[config.mk]
export PLATFORM = sky130hd
export DESIGN_NAME = spindle_orientation_positioner
export DESIGN_NICKNAME = d
export VERILOG_FILES = /design/src/rtl/spindle_orient_pkg.sv /design/src/rtl/spindle_orientation_positioner.sv
export VERILOG_INCLUDE_DIRS = /design/src /design/src/rtl
export SDC_FILE = /design/constraint.sdc
export NUM_CORES = 1
export LEC_CHECK = 0
export BUFFER_PORTS_ARGS = -buffer_cell sky130_fd_sc_hd__buf_2
export CAP_MARGIN = 20
export CORE_MARGIN = 2
export CORE_UTILIZATION = 50
export DETAILED_ROUTE_END_ITERATION = 6
export PLACE_DENSITY = 0.67
export SYNTH_ARGS = -nofsm -noshare
export SYNTH_HDL_FRONTEND = slang
export SYNTH_SLANG_ARGS = --single-unit
[constraint.sdc]
create_clock -name mclk -period 72.8 [get_ports mclk]
set_input_delay 7.28 -clock mclk [delete_from_list [all_inputs] [get_ports mclk]]
set_output_delay 7.28 -clock mclk [all_outputs]
set_load 0.02 [all_outputs]
[src/rtl/spindle_orient_map.svh]
/*
  Constants of the spindle orientation positioner: timing, scaling and
  the configuration values held after reset.
  Assumes a 40 MHz mclk and a 4096-pulse-per-turn load shaft encoder.
*/
`ifndef SPINDLE_ORIENT_MAP_SVH
`define SPINDLE_ORIENT_MAP_SVH

// ----------------------------------------------------------------------
// Timing
// ----------------------------------------------------------------------
`define SOP_CLK_PERIOD_NS    25
`define SOP_MS_NS            1000000
`define SOP_MS_CYCLES        (`SOP_MS_NS / `SOP_CLK_PERIOD_NS)
`define SOP_ACCEL_RPM_PER_S  500
`define SOP_RAMP_MS          (1000 / `SOP_ACCEL_RPM_PER_S)

// ----------------------------------------------------------------------
// Scaling
// ----------------------------------------------------------------------
`define SOP_PULSES_PER_REV   4096
`define SOP_TENTHS_PER_REV   3600
`define SOP_TAU_MIN_MS       10'h005

// ----------------------------------------------------------------------
// Configuration values after reset
// ----------------------------------------------------------------------
`define SOP_DEF_COMP_WIDTH   8'h05
`define SOP_DEF_CANCEL_WIDTH 8'h0A
`define SOP_DEF_ORIENT_SPEED 10'h190
`define SOP_DEF_BCD_STEP     11'h00A
`define SOP_DEF_VSTOP_OFS    7'h00
`define SOP_DEF_CHANGE_RATIO 7'h00
`define SOP_DEF_SOFT_TIME    6'h00
`define SOP_DEF_STOP_BCD     12'h000

`endif

[src/rtl/spindle_orient_pkg.sv]
/*
  Types of the spindle orientation positioner.
  Assumes the constants of spindle_orient_map.svh.
*/
package spindle_orient_pkg;

  typedef enum logic [2:0] {
    ST_IDLE   = 3'b000,
    ST_SOFT   = 3'b001,
    ST_ORIENT = 3'b011,
    ST_BLEND  = 3'b010,
    ST_SERVO  = 3'b110
  } orient_state_t;

  // Settings frozen while the drive runs
  typedef struct packed {
    logic [7:0]  completion_width;
    logic [7:0]  cancel_width;
    logic [9:0]  orientation_speed;
    logic [10:0] bcd_step_tenths;
    logic [6:0]  virtual_stop_offset;
    logic [6:0]  speed_change_ratio;
    logic [5:0]  soft_start_time;
    logic [11:0] stop_bcd;
  } orient_cfg_t;

  typedef struct packed {
    logic       reverse;
    logic [9:0] rpm;
  } speed_cmd_t;

endpackage : spindle_orient_pkg

[src/rtl/spindle_orientation_positioner.sv]
/*
  Spindle orientation positioner: soft start, fixed orientation speed,
  graded hand-over to a position servo, completion flag, integral term.
  Assumes encoder step, direction and origin pulses synchronous to mclk,
  one cycle each, and a speed loop downstream that takes speed_cmd.
*/
// What this block does
// - In orientation with medium or low gear or low winding, the low-range integral time applies.
// - Each millisecond the integral term grows by the proportional term over the time constant.
// - Completion is raised when the shaft is within the completion width of the stop position.
// - Once raised, completion falls only when the shaft leaves the cancel width or orientation ends.
// - After the origin is seen, the fixed orientation speed is held until the servo demand drops below it.
// - Each BCD step of the stop command is a configurable angle in tenths of a degree.
// - The servo target carries a virtual offset that is zeroed once the completion width is met.
// - The hand-over to servo speed steps down by the changing ratio each millisecond.
// - From rest the speed rises at 500 min^-1 per second for at most the soft start time.
// - With all gear and winding selects off, the high-range time constant applies.
`timescale 1ns/10ps
`include "spindle_orient_map.svh"

module spindle_orientation_positioner #(
  parameter int MS_CYCLES = `SOP_MS_CYCLES
) (
  input  wire logic                              mclk,
  input  wire logic                              rstn,
  input  wire logic                              orientation_command,
  input  wire logic                              medium_gear_select,
  input  wire logic                              low_gear_select,
  input  wire logic                              low_winding_select,
  input  wire logic                              drive_stopped,
  input  wire logic                              enc_step,
  input  wire logic                              enc_reverse,
  input  wire logic                              enc_origin,
  input  wire logic signed [15:0]                torque_p,
  input  wire logic [9:0]                        high_range_integral_time,
  input  wire logic [9:0]                        low_range_integral_time,
  input  wire spindle_orient_pkg::orient_cfg_t   cfg_in,
  output spindle_orient_pkg::speed_cmd_t         speed_cmd,
  output logic signed [23:0]                     integral_term,
  output logic                                   positioning_complete,
  output logic                                   low_range_active,
  output spindle_orient_pkg::orient_state_t      orient_state
);

  spindle_orient_pkg::orient_cfg_t   cfg_reg;
  spindle_orient_pkg::orient_state_t state_reg;
  spindle_orient_pkg::speed_cmd_t    speed_reg;
  logic [11:0]        pos_reg;
  logic               origin_seen_reg;
  logic               offset_on_reg;
  logic               complete_reg;
  logic               low_range_reg;
  logic signed [23:0] integ_reg;
  logic [31:0]        ms_cnt_reg;
  logic [3:0]         ramp_cnt_reg;
  logic [5:0]         soft_ms_reg;
  logic               ms_tick;
  logic               ramp_tick;
  logic               active;
  logic               low_sel;
  logic [9:0]         tau_sel;
  logic [9:0]         bcd_val;
  logic [20:0]        tenths;
  logic [32:0]        scaled;
  logic [11:0]        stop_pos;
  logic [11:0]        drive_target;
  logic signed [11:0] err_stop;
  logic signed [11:0] err_drive;
  logic [11:0]        abs_stop;
  logic [11:0]        abs_drive;
  logic [9:0]         servo_rpm;
  logic [7:0]         cancel_eff;
  logic signed [15:0] integ_inc;

  assign active = (state_reg != spindle_orient_pkg::ST_IDLE);

  // ----------------------------------------------------------------------
  // Settings capture
  // ----------------------------------------------------------------------
  // Sample only at rest
  always_ff @(posedge mclk or negedge rstn) begin
    if (!rstn) begin
      cfg_reg <= '{completion_width:    `SOP_DEF_COMP_WIDTH,
                   cancel_width:        `SOP_DEF_CANCEL_WIDTH,
                   orientation_speed:   `SOP_DEF_ORIENT_SPEED,
                   bcd_step_tenths:     `SOP_DEF_BCD_STEP,
                   virtual_stop_offset: `SOP_DEF_VSTOP_OFS,
                   speed_change_ratio:  `SOP_DEF_CHANGE_RATIO,
                   soft_start_time:     `SOP_DEF_SOFT_TIME,
                   stop_bcd:            `SOP_DEF_STOP_BCD};
    end else if (drive_stopped) begin
      cfg_reg <= cfg_in;
    end
  end

  // ----------------------------------------------------------------------
  // Millisecond and ramp ticks
  // ----------------------------------------------------------------------
  assign ms_tick   = (ms_cnt_reg == 32'(MS_CYCLES - 1));
  assign ramp_tick = ms_tick && (ramp_cnt_reg == 4'(`SOP_RAMP_MS - 1));

  always_ff @(posedge mclk or negedge rstn) begin
    if (!rstn) begin
      ms_cnt_reg   <= '0;
      ramp_cnt_reg <= '0;
    end else begin
      ms_cnt_reg <= ms_tick ? '0 : ms_cnt_reg + 32'h1;
      if (ramp_tick) begin
        ramp_cnt_reg <= '0;
      end else if (ms_tick) begin
        ramp_cnt_reg <= ramp_cnt_reg + 4'h1;
      end
    end
  end

  // ----------------------------------------------------------------------
  // Shaft position, stop target and errors
  // ----------------------------------------------------------------------
  always_ff @(posedge mclk or negedge rstn) begin
    if (!rstn) begin
      pos_reg         <= '0;
      origin_seen_reg <= 1'b0;
    end else begin
      if (enc_origin) begin
        pos_reg <= '0;
      end else if (enc_step) begin
        pos_reg <= enc_reverse ? pos_reg - 12'h001 : pos_reg + 12'h001;
      end
      if (!active) begin
        origin_seen_reg <= 1'b0;
      end else if (enc_origin) begin
        origin_seen_reg <= 1'b1;
      end
    end
  end

  // BCD digits times angle per step, then tenths of a degree to pulses
  // Digits widened before the product so that the hundreds and tens cannot wrap
  assign bcd_val  = 10'(cfg_reg.stop_bcd[11:8]) * 10'h064
                  + 10'(cfg_reg.stop_bcd[7:4]) * 10'h00A
                  + 10'(cfg_reg.stop_bcd[3:0]);
  assign tenths   = 21'(bcd_val) * 21'(cfg_reg.bcd_step_tenths);
  assign scaled   = 33'((33'(tenths) * `SOP_PULSES_PER_REV) / `SOP_TENTHS_PER_REV);
  assign stop_pos = scaled[11:0];

  // Virtual offset pulls the servo target past the stop
  assign drive_target = stop_pos + (offset_on_reg ? 12'(cfg_reg.virtual_stop_offset) : 12'h000);
  assign err_stop     = $signed(stop_pos - pos_reg);
  assign err_drive    = $signed(drive_target - pos_reg);
  assign abs_stop     = err_stop[11] ? 12'(-err_stop) : 12'(err_stop);
  assign abs_drive    = err_drive[11] ? 12'(-err_drive) : 12'(err_drive);
  // Gain is applied downstream; demand is the error capped at orientation speed
  assign servo_rpm    = (abs_drive > 12'(cfg_reg.orientation_speed))
                      ? cfg_reg.orientation_speed : abs_drive[9:0];
  // Cancel width never below completion width
  assign cancel_eff   = (cfg_reg.cancel_width < cfg_reg.completion_width)
                      ? cfg_reg.completion_width : cfg_reg.cancel_width;

  // ----------------------------------------------------------------------
  // Sequence and speed reference
  // ----------------------------------------------------------------------
  always_ff @(posedge mclk or negedge rstn) begin
    if (!rstn) begin
      state_reg   <= spindle_orient_pkg::ST_IDLE;
      speed_reg   <= '0;
      soft_ms_reg <= '0;
    end else if (!orientation_command) begin
      state_reg   <= spindle_orient_pkg::ST_IDLE;
      speed_reg   <= '0;
      soft_ms_reg <= '0;
    end else begin
      case (state_reg)
        spindle_orient_pkg::ST_IDLE: begin
          state_reg   <= spindle_orient_pkg::ST_SOFT;
          soft_ms_reg <= '0;
        end
        // Rise one min^-1 per ramp tick until time or speed is reached
        spindle_orient_pkg::ST_SOFT: begin
          if (soft_ms_reg >= cfg_reg.soft_start_time ||
              speed_reg.rpm >= cfg_reg.orientation_speed) begin
            speed_reg.rpm <= cfg_reg.orientation_speed;
            state_reg     <= spindle_orient_pkg::ST_ORIENT;
          end else begin
            if (ramp_tick) begin
              speed_reg.rpm <= speed_reg.rpm + 10'h001;
            end
            if (ms_tick) begin
              soft_ms_reg <= soft_ms_reg + 6'h01;
            end
          end
          speed_reg.reverse <= 1'b0;
        end
        // Fixed speed until the servo demand drops below it
        spindle_orient_pkg::ST_ORIENT: begin
          speed_reg <= '{reverse: 1'b0, rpm: cfg_reg.orientation_speed};
          if (origin_seen_reg && abs_drive < 12'(cfg_reg.orientation_speed)) begin
            state_reg <= spindle_orient_pkg::ST_BLEND;
          end
        end
        // Step down by the ratio each millisecond
        spindle_orient_pkg::ST_BLEND: begin
          speed_reg.reverse <= err_drive[11];
          if (cfg_reg.speed_change_ratio == 7'h00 ||
              speed_reg.rpm <= servo_rpm + 10'(cfg_reg.speed_change_ratio)) begin
            speed_reg.rpm <= servo_rpm;
            state_reg     <= spindle_orient_pkg::ST_SERVO;
          end else if (ms_tick) begin
            speed_reg.rpm <= speed_reg.rpm - 10'(cfg_reg.speed_change_ratio);
          end
        end
        spindle_orient_pkg::ST_SERVO: begin
          speed_reg <= '{reverse: err_drive[11], rpm: servo_rpm};
        end
        default: begin
          state_reg <= spindle_orient_pkg::ST_IDLE;
          speed_reg <= '0;
        end
      endcase
    end
  end

  // ----------------------------------------------------------------------
  // Virtual offset and completion
  // ----------------------------------------------------------------------
  always_ff @(posedge mclk or negedge rstn) begin
    if (!rstn) begin
      offset_on_reg <= 1'b0;
    end else if (!active) begin
      offset_on_reg <= 1'b1;
    end else if (origin_seen_reg && abs_stop <= 12'(cfg_reg.completion_width)) begin
      offset_on_reg <= 1'b0;
    end
  end

  always_ff @(posedge mclk or negedge rstn) begin
    if (!rstn) begin
      complete_reg <= 1'b0;
    end else if (!active || !origin_seen_reg) begin
      complete_reg <= 1'b0;
    end else if (!complete_reg) begin
      complete_reg <= (abs_stop <= 12'(cfg_reg.completion_width));
    end else begin
      complete_reg <= (abs_stop <= 12'(cancel_eff));
    end
  end

  // ----------------------------------------------------------------------
  // Integral time selection and accumulation
  // ----------------------------------------------------------------------
  // Any gear or winding select picks the low range
  assign low_sel   = medium_gear_select || low_gear_select || low_winding_select;
  // Low range only during orientation; floor guards the divider
  assign tau_sel   = (orientation_command && low_sel)
                   ? ((low_range_integral_time < `SOP_TAU_MIN_MS)
                      ? `SOP_TAU_MIN_MS : low_range_integral_time)
                   : ((high_range_integral_time < `SOP_TAU_MIN_MS)
                      ? `SOP_TAU_MIN_MS : high_range_integral_time);
  assign integ_inc = 16'(torque_p / $signed({1'b0, tau_sel}));

  always_ff @(posedge mclk or negedge rstn) begin
    if (!rstn) begin
      integ_reg     <= '0;
      low_range_reg <= 1'b0;
    end else begin
      low_range_reg <= orientation_command && low_sel;
      if (!active) begin
        integ_reg <= '0;
      end else if (ms_tick) begin
        // One millisecond of proportional term over tau
        integ_reg <= integ_reg + 24'(integ_inc);
      end
    end
  end

  assign speed_cmd            = speed_reg;
  assign integral_term        = integ_reg;
  assign positioning_complete = complete_reg;
  assign low_range_active     = low_range_reg;
  assign orient_state         = state_reg;
endmodule : spindle_orientation_positioner

==> results.toml, run 1 <==
[synthesis]
seq_area_frac_synth_pct = 14.31
synth-adder-area-share_pct = 20.99
muxShareOfSynthArea_pct = 5.833
ys.flop_type = "dfrtp_1"
syn-mean-instance-area_um2 = 8.115
yosysUniqueCellTypes = 153
synth_compound_gate_area_share_pct = 25.18
synth-seq-cells = 165
synth_top_family_by_area = "compound AO/OA/AOI/OAI gates"
yosysTopAreaCell = "ha_1"
syn_area_mm2 = 0.02894
synth_warnings = 0
yosysTopAreaCellShare_pct = 14.66
synthSimpleGateAreaFrac_pct = 21.07
synth_xor_area_share_pct = 7.580
synth_area_leaders = "ha_1 15%, dfrtp_1 13%, fa_1 6.2%, xnor2_1 4.7%, nand2_1 4.3%"
synth_cells = 3566
synth_edf_count = 0
ys_async_sr_fraction_pct = 100.0
syn_nets = 4110

[grt]
grt_first_pass_wirelength_um = 126300
grt.overflow.total = 0
grt_max_degree = 107
grt.total_usage_pct = 25.33
antenna_found_initial = 0
grt_pass1_vias = 25250

[worst_hold_path]
whs_path_depth = 1
min_path_type = "reg2reg"

[sta]
fin_crit_ps = 47210
setup_violations = 0
finalCritPeriodShare_pct = 64.85
slew_violations = 0
tns_ps = 0
relSlewSlack_pct = 24.53
clock-skew-final_ps = 18.80
rsz0062_at_grt = "false"
fmax_mhz = 21.18
holdWs_ps = 478.4
final_hold_viol_count = 0
setup_slack_ps = 25590
worst_slew_pin_slew_ps = 1128

[clock_tree]
ctsResizeCount = 0
cts_hold_buf = 0
cts_sinks = 165
clkTransAtPathRegs_ps = 80
clkLatencyLatePin_ps = 500
htreeDepth = 4
postCtsSetupBuffers = 0
clock_path_buffers = 2
numCtsBuffers = 17
cts_tree = "yes"
clock-root-buffer = "clkbuf_16"

[placed_design]
dpl-instance-area_mm2 = 0.03034
dp_worst_setup_slack_ps = 25530
port-buffer-count = 154
gp_congestion = 0.8847
hpwl_um = 59850

[floorplan]
core.rowCount = 88
io_pins = 155
initial_core_util_pct = 50.35
core-area_mm2 = 0.05748
die_h_um = 244.6
dieWidth_um = 244.6
die_area_mm2 = 0.05981

[final_layout]
antenna_cells = 0
drive_gt1_share_pct = 13.01
stdcell_area_mm2 = 0.03098
largest_reg_flops = 69
synthToLayoutAreaGrowth_pct = 7.074
fin_nets = 4197

[worst_setup_path]
cp.depth = 194
r2r_end = "speed_cmd[8]"
regToRegSetupSlack_ps = 32270
crit_end = "integral_term[23]"
cp_slowest_cell = "a21oi_1"
worstPathArrival_ps = 47640
cpMostUsedCell = "o21a_1"
cp.required_ps = 73230
cpLargestDelayFamily = "compound AO/OA/AOI/OAI gates"
crit_buf_inv = 8
crit_path_start_kind = "primary input"
crit_path_end_kind = "flop"
worstSetupPathType = "in2reg"
reg2reg_from = "cfg_reg[5]"
crit_start = "low_gear_select"
cpPeakStageDelay_ps = 820
reg2reg_depth = 150
crit_fanout = 24

[outcome]
violations = "DRC"
outcome = "finished with violations"

[detailed_routing]
ant_nets = 0
firstDrtPassIters = 7
routed_wirelength_um = 75110
via_per_inst = 5.955
wl_per_cell_um = 16.95
drc = 1
vias = 26390
drt-initial-drc-count = 1742

[job]
maxCapViolCount = 0
==> stage by stage <==
step,util [%],cells
2_1_floorplan,-,3566
3_3_place_gp,52.79,4398
6_report,53.91,4431
5_1_grt,53.91,4431
3_5_place_dp,52.79,4398
4_1_cts,53.89,4430
==> cells in the mapped netlist, types with 8 or more instances <==
master	instances
a211oi_1	28
a211oi_2	13
a21o_1	65
a21oi_1	214
a22o_1	14
a22oi_1	10
a31o_2	8
a31oi_1	29
and2_1	87
and3_1	33
and4_1	13
buf_4	13
clkbuf_1	76
dfrtp_1	156
dfstp_2	9
fa_1	90
ha_1	339
inv_1	232
mux2_2	89
mux2i_1	62
nand2_1	332
nand2b_1	56
nand3_1	81
nand4_1	35
nor2_1	245
nor2b_1	33
nor3_1	138
nor4_1	19
o211ai_1	32
o21a_1	108
o21ai_0	153
o21ai_1	24
o21bai_1	41
o221ai_1	8
o22a_1	9
o22ai_1	22
o31a_1	12
o31ai_1	57
o41ai_1	10
or2_2	17
or3_1	31
xnor2_1	155
xor2_1	88
==> cells by family after synthesis <==
| group | after synthesis |
|---|---|
| multiplexers | 156 |
| XOR/XNOR | 247 |
| AO/OA/AOI/OAI | 1015 |
| AND/OR/NAND/NOR | 1198 |
| buffers and inverters | 353 |
| flip-flops | 165 |
| adder cells (fa/ha/maj) | 432 |
==> per-layer routing <==
metal  part of all wire [%]  GRT usage [%]  up-vias
li1                       -              -    13200
met1                     48          34.98    12550
met2                     47          42.32      546
met3                    3.6          2.447       85
met4                    1.8          6.510        0
met5                      0              0        -
==> final cells by class <==
type                            count  area (um^2)
Fill cell                        5566        26490
Multi-Input combinational cell   3048        23360
Sequential cell                   165         4140
Timing Repair Buffer              180        977.2
Tap cell                          765        957.2
Inverter                          241        912.1
Clock buffer                       17        425.4
Clock inverter                     15        209.0
==> worst min-delay path by stage <==
stage,to,start,slack [ps]
final,ms_cnt_reg[31],ms_cnt_reg[31],480
after global routing,ms_cnt_reg[31],ms_cnt_reg[31],510
after CTS,ms_cnt_reg[31],ms_cnt_reg[31],480
after detailed placement,ms_cnt_reg[31],ms_cnt_reg[31],470
after global placement,ms_cnt_reg[31],ms_cnt_reg[31],460
after floorplan,ms_cnt_reg[31],ms_cnt_reg[31],450
==> cells in the final DEF, fill, tap and decap left out, drive strengths merged, types with 10 or more instances in the layout <==
master  count
a22oi      10
and4       13
fa         90
dfrtp     156
o211ai     39
o41ai      14
buf       179
nor3      148
a211oi     41
nor2      247
o21ai     181
nor2b      33
or2        25
nand3      90
and3       36
o21a      110
nand2     334
a22o       16
a21oi     219
mux2       92
clkbuf     18
o22ai      24
xor2       90
inv       248
xnor2     157
o22a       10
a31oi      34
and2       90
ha        339
or3        32
mux2i      64
o21bai     41
nor4       24
o31ai      62
nand2b     57
nand4      36
a21o       66
o31a       15
Power of run 1 is not shown: default switching activity piles up to over one toggle a cycle in this logic, so the estimate is an artifact.
==> run 2: changes to the inputs <==
==> constraint.sdc (replaced) <==
create_clock -name mclk -period 47.2 [get_ports mclk]
set_input_delay 4.72 -clock mclk [delete_from_list [all_inputs] [get_ports mclk]]
set_output_delay 4.72 -clock mclk [all_outputs]
set_load 0.02 [all_outputs]
==> run 2 against run 1 <==
The flow now finishes without violations; count of clock-buffer cells in the layout did not move; clock skew rose by 6.1 ps; critical path depth did not move; cell count barely moved; global-route usage rose by 0.21 points; die area did not move; flip-flop and latch count did not move; sequential share of layout area barely moved.
==> results.toml, run 2 (synthesis gave the netlist of run 1 again) <==
[clock_tree]
htreeDepth = 4
clock_path_buffers = 2
clock-root-buffer = "clkbuf_16"
cts_tree = "yes"
cts_hold_buf = 0
cts_sinks = 165
clkTransAtPathRegs_ps = 90
clkLatencyLatePin_ps = 500
numCtsBuffers = 17

[worst_setup_path]
cp.required_ps = 47630
crit_fanout = 24
crit_buf_inv = 6
regToRegSetupSlack_ps = 6430
crit_path_start_kind = "primary input"
cpMostUsedCell = "o21a_1"
worstPathArrival_ps = 43880
cpPeakStageDelay_ps = 520
cpLargestDelayFamily = "compound AO/OA/AOI/OAI gates"
crit_path_end_kind = "flop"
worstSetupPathType = "in2reg"
cp_slowest_cell = "a21oi_2"

[final_layout]
stdcell_area_mm2 = 0.03100
fin_nets = 4198
multi_input_area_mm2 = 0.02337
final_cell_mix = "339 x ha_1, 332 x nand2_1, 245 x nor2_1"
final_common_cell = "ha_1"
synthToLayoutAreaGrowth_pct = 7.147
antenna_cells = 0
regArea_mm2 = 0.004140
drive_gt1_share_pct = 13.14
fillers = 5599
largest_reg_flops = 69

[sta]
relSlewSlack_pct = 27.99
setup_violations = 0
clock-skew-final_ps = 24.89
fin_crit_ps = 43440
final_hold_viol_count = 0
fmax_mhz = 23.02
worst_slew_pin_slew_ps = 1080
tns_ps = 0
slew_violations = 0
holdWs_ps = 477.6
finalCritPeriodShare_pct = 92.04
rsz0062_at_grt = "false"

[detailed_routing]
wl_per_cell_um = 17.05
ant_nets = 0
firstDrtPassIters = 6
vias = 26390
via_per_inst = 5.954
drc = 0
routed_wirelength_um = 75580
drt-initial-drc-count = 1626

[placed_design]
hpwl_um = 60350
port-buffer-count = 154
gp_congestion = 0.8919
dpl-instance-area_mm2 = 0.03034

[outcome]
outcome = "completed"

[grt]
grt.overflow.total = 0
grt.total_usage_pct = 25.54
grt_first_pass_wirelength_um = 126600
grt_max_degree = 105
antenna_found_initial = 1
grt_pass1_vias = 25520

[floorplan]
die_h_um = 244.6
dieWidth_um = 244.6
core-area_mm2 = 0.05748
die_area_mm2 = 0.05981
core.rowCount = 88
initial_core_util_pct = 50.35
io_pins = 155

[worst_hold_path]
min_path_type = "reg2reg"

[job]
maxCapViolCount = 0
==> run 2: cell count changes in the layout (fill, tap and decap cells not counted), sizes merged <==
cell and change:
buf +1, inv +1, clkinv -1
==> run 2: final timing paths <==
kind | depth (start not counted) | from | to
min in group asynchronous | 1 | rstn | pos_reg[1]
min | 1 | ms_cnt_reg[31] | ms_cnt_reg[31]
max reg2reg | 150 | cfg_reg[5] | speed_cmd[8]
max | 194 | torque_p[0] | integral_term[23]
min reg2reg | 1 | ms_cnt_reg[31] | ms_cnt_reg[31]
max in group asynchronous | 2 | rstn | cfg_reg[37]
==> run 2: per-stage QoR <==
| step | cells | util, % | setup slack [ps] |
|---|---|---|---|
| 4_1_cts | 4430 | 53.90 | 2868 |
| 5_1_grt | 4432 | 53.94 | 195.6 |
| 3_3_place_gp | 4398 | 52.79 | 3354 |
| 6_report | 4432 | 53.94 | 3755 |
| 3_5_place_dp | 4398 | 52.79 | 2547 |
| 2_1_floorplan | 3566 | - | 4760 |
==> run 2: final cells by class <==
| class | instances | share of cell area [%] |
|---|---|---|
| clock inverter | 15 | 0.6780 |
| clock buffer | 17 | 1.372 |
| timing repair buffer | 181 | 3.176 |
| tap | 765 | 3.087 |
| sequential | 165 | 13.35 |
| multi-input combinational | 3048 | 75.39 |
| inverter | 241 | 2.942 |
==> run 2: timing repair <==
action,in CTS,in global routing
endpoints found under the setup margin,0,6
gates resized for setup,0,4
setup buffers,0,2
==> run 2: layer usage <==
metal	up-vias	track usage, %	share of wire [%]
met4	2	6.582	1.9
met2	567	43.23	47
met3	87	3.644	4.3
li1	13210	-	-
met5	-	0	0.025
met1	12520	34.06	47
Power of run 2 is left out for the same reason.
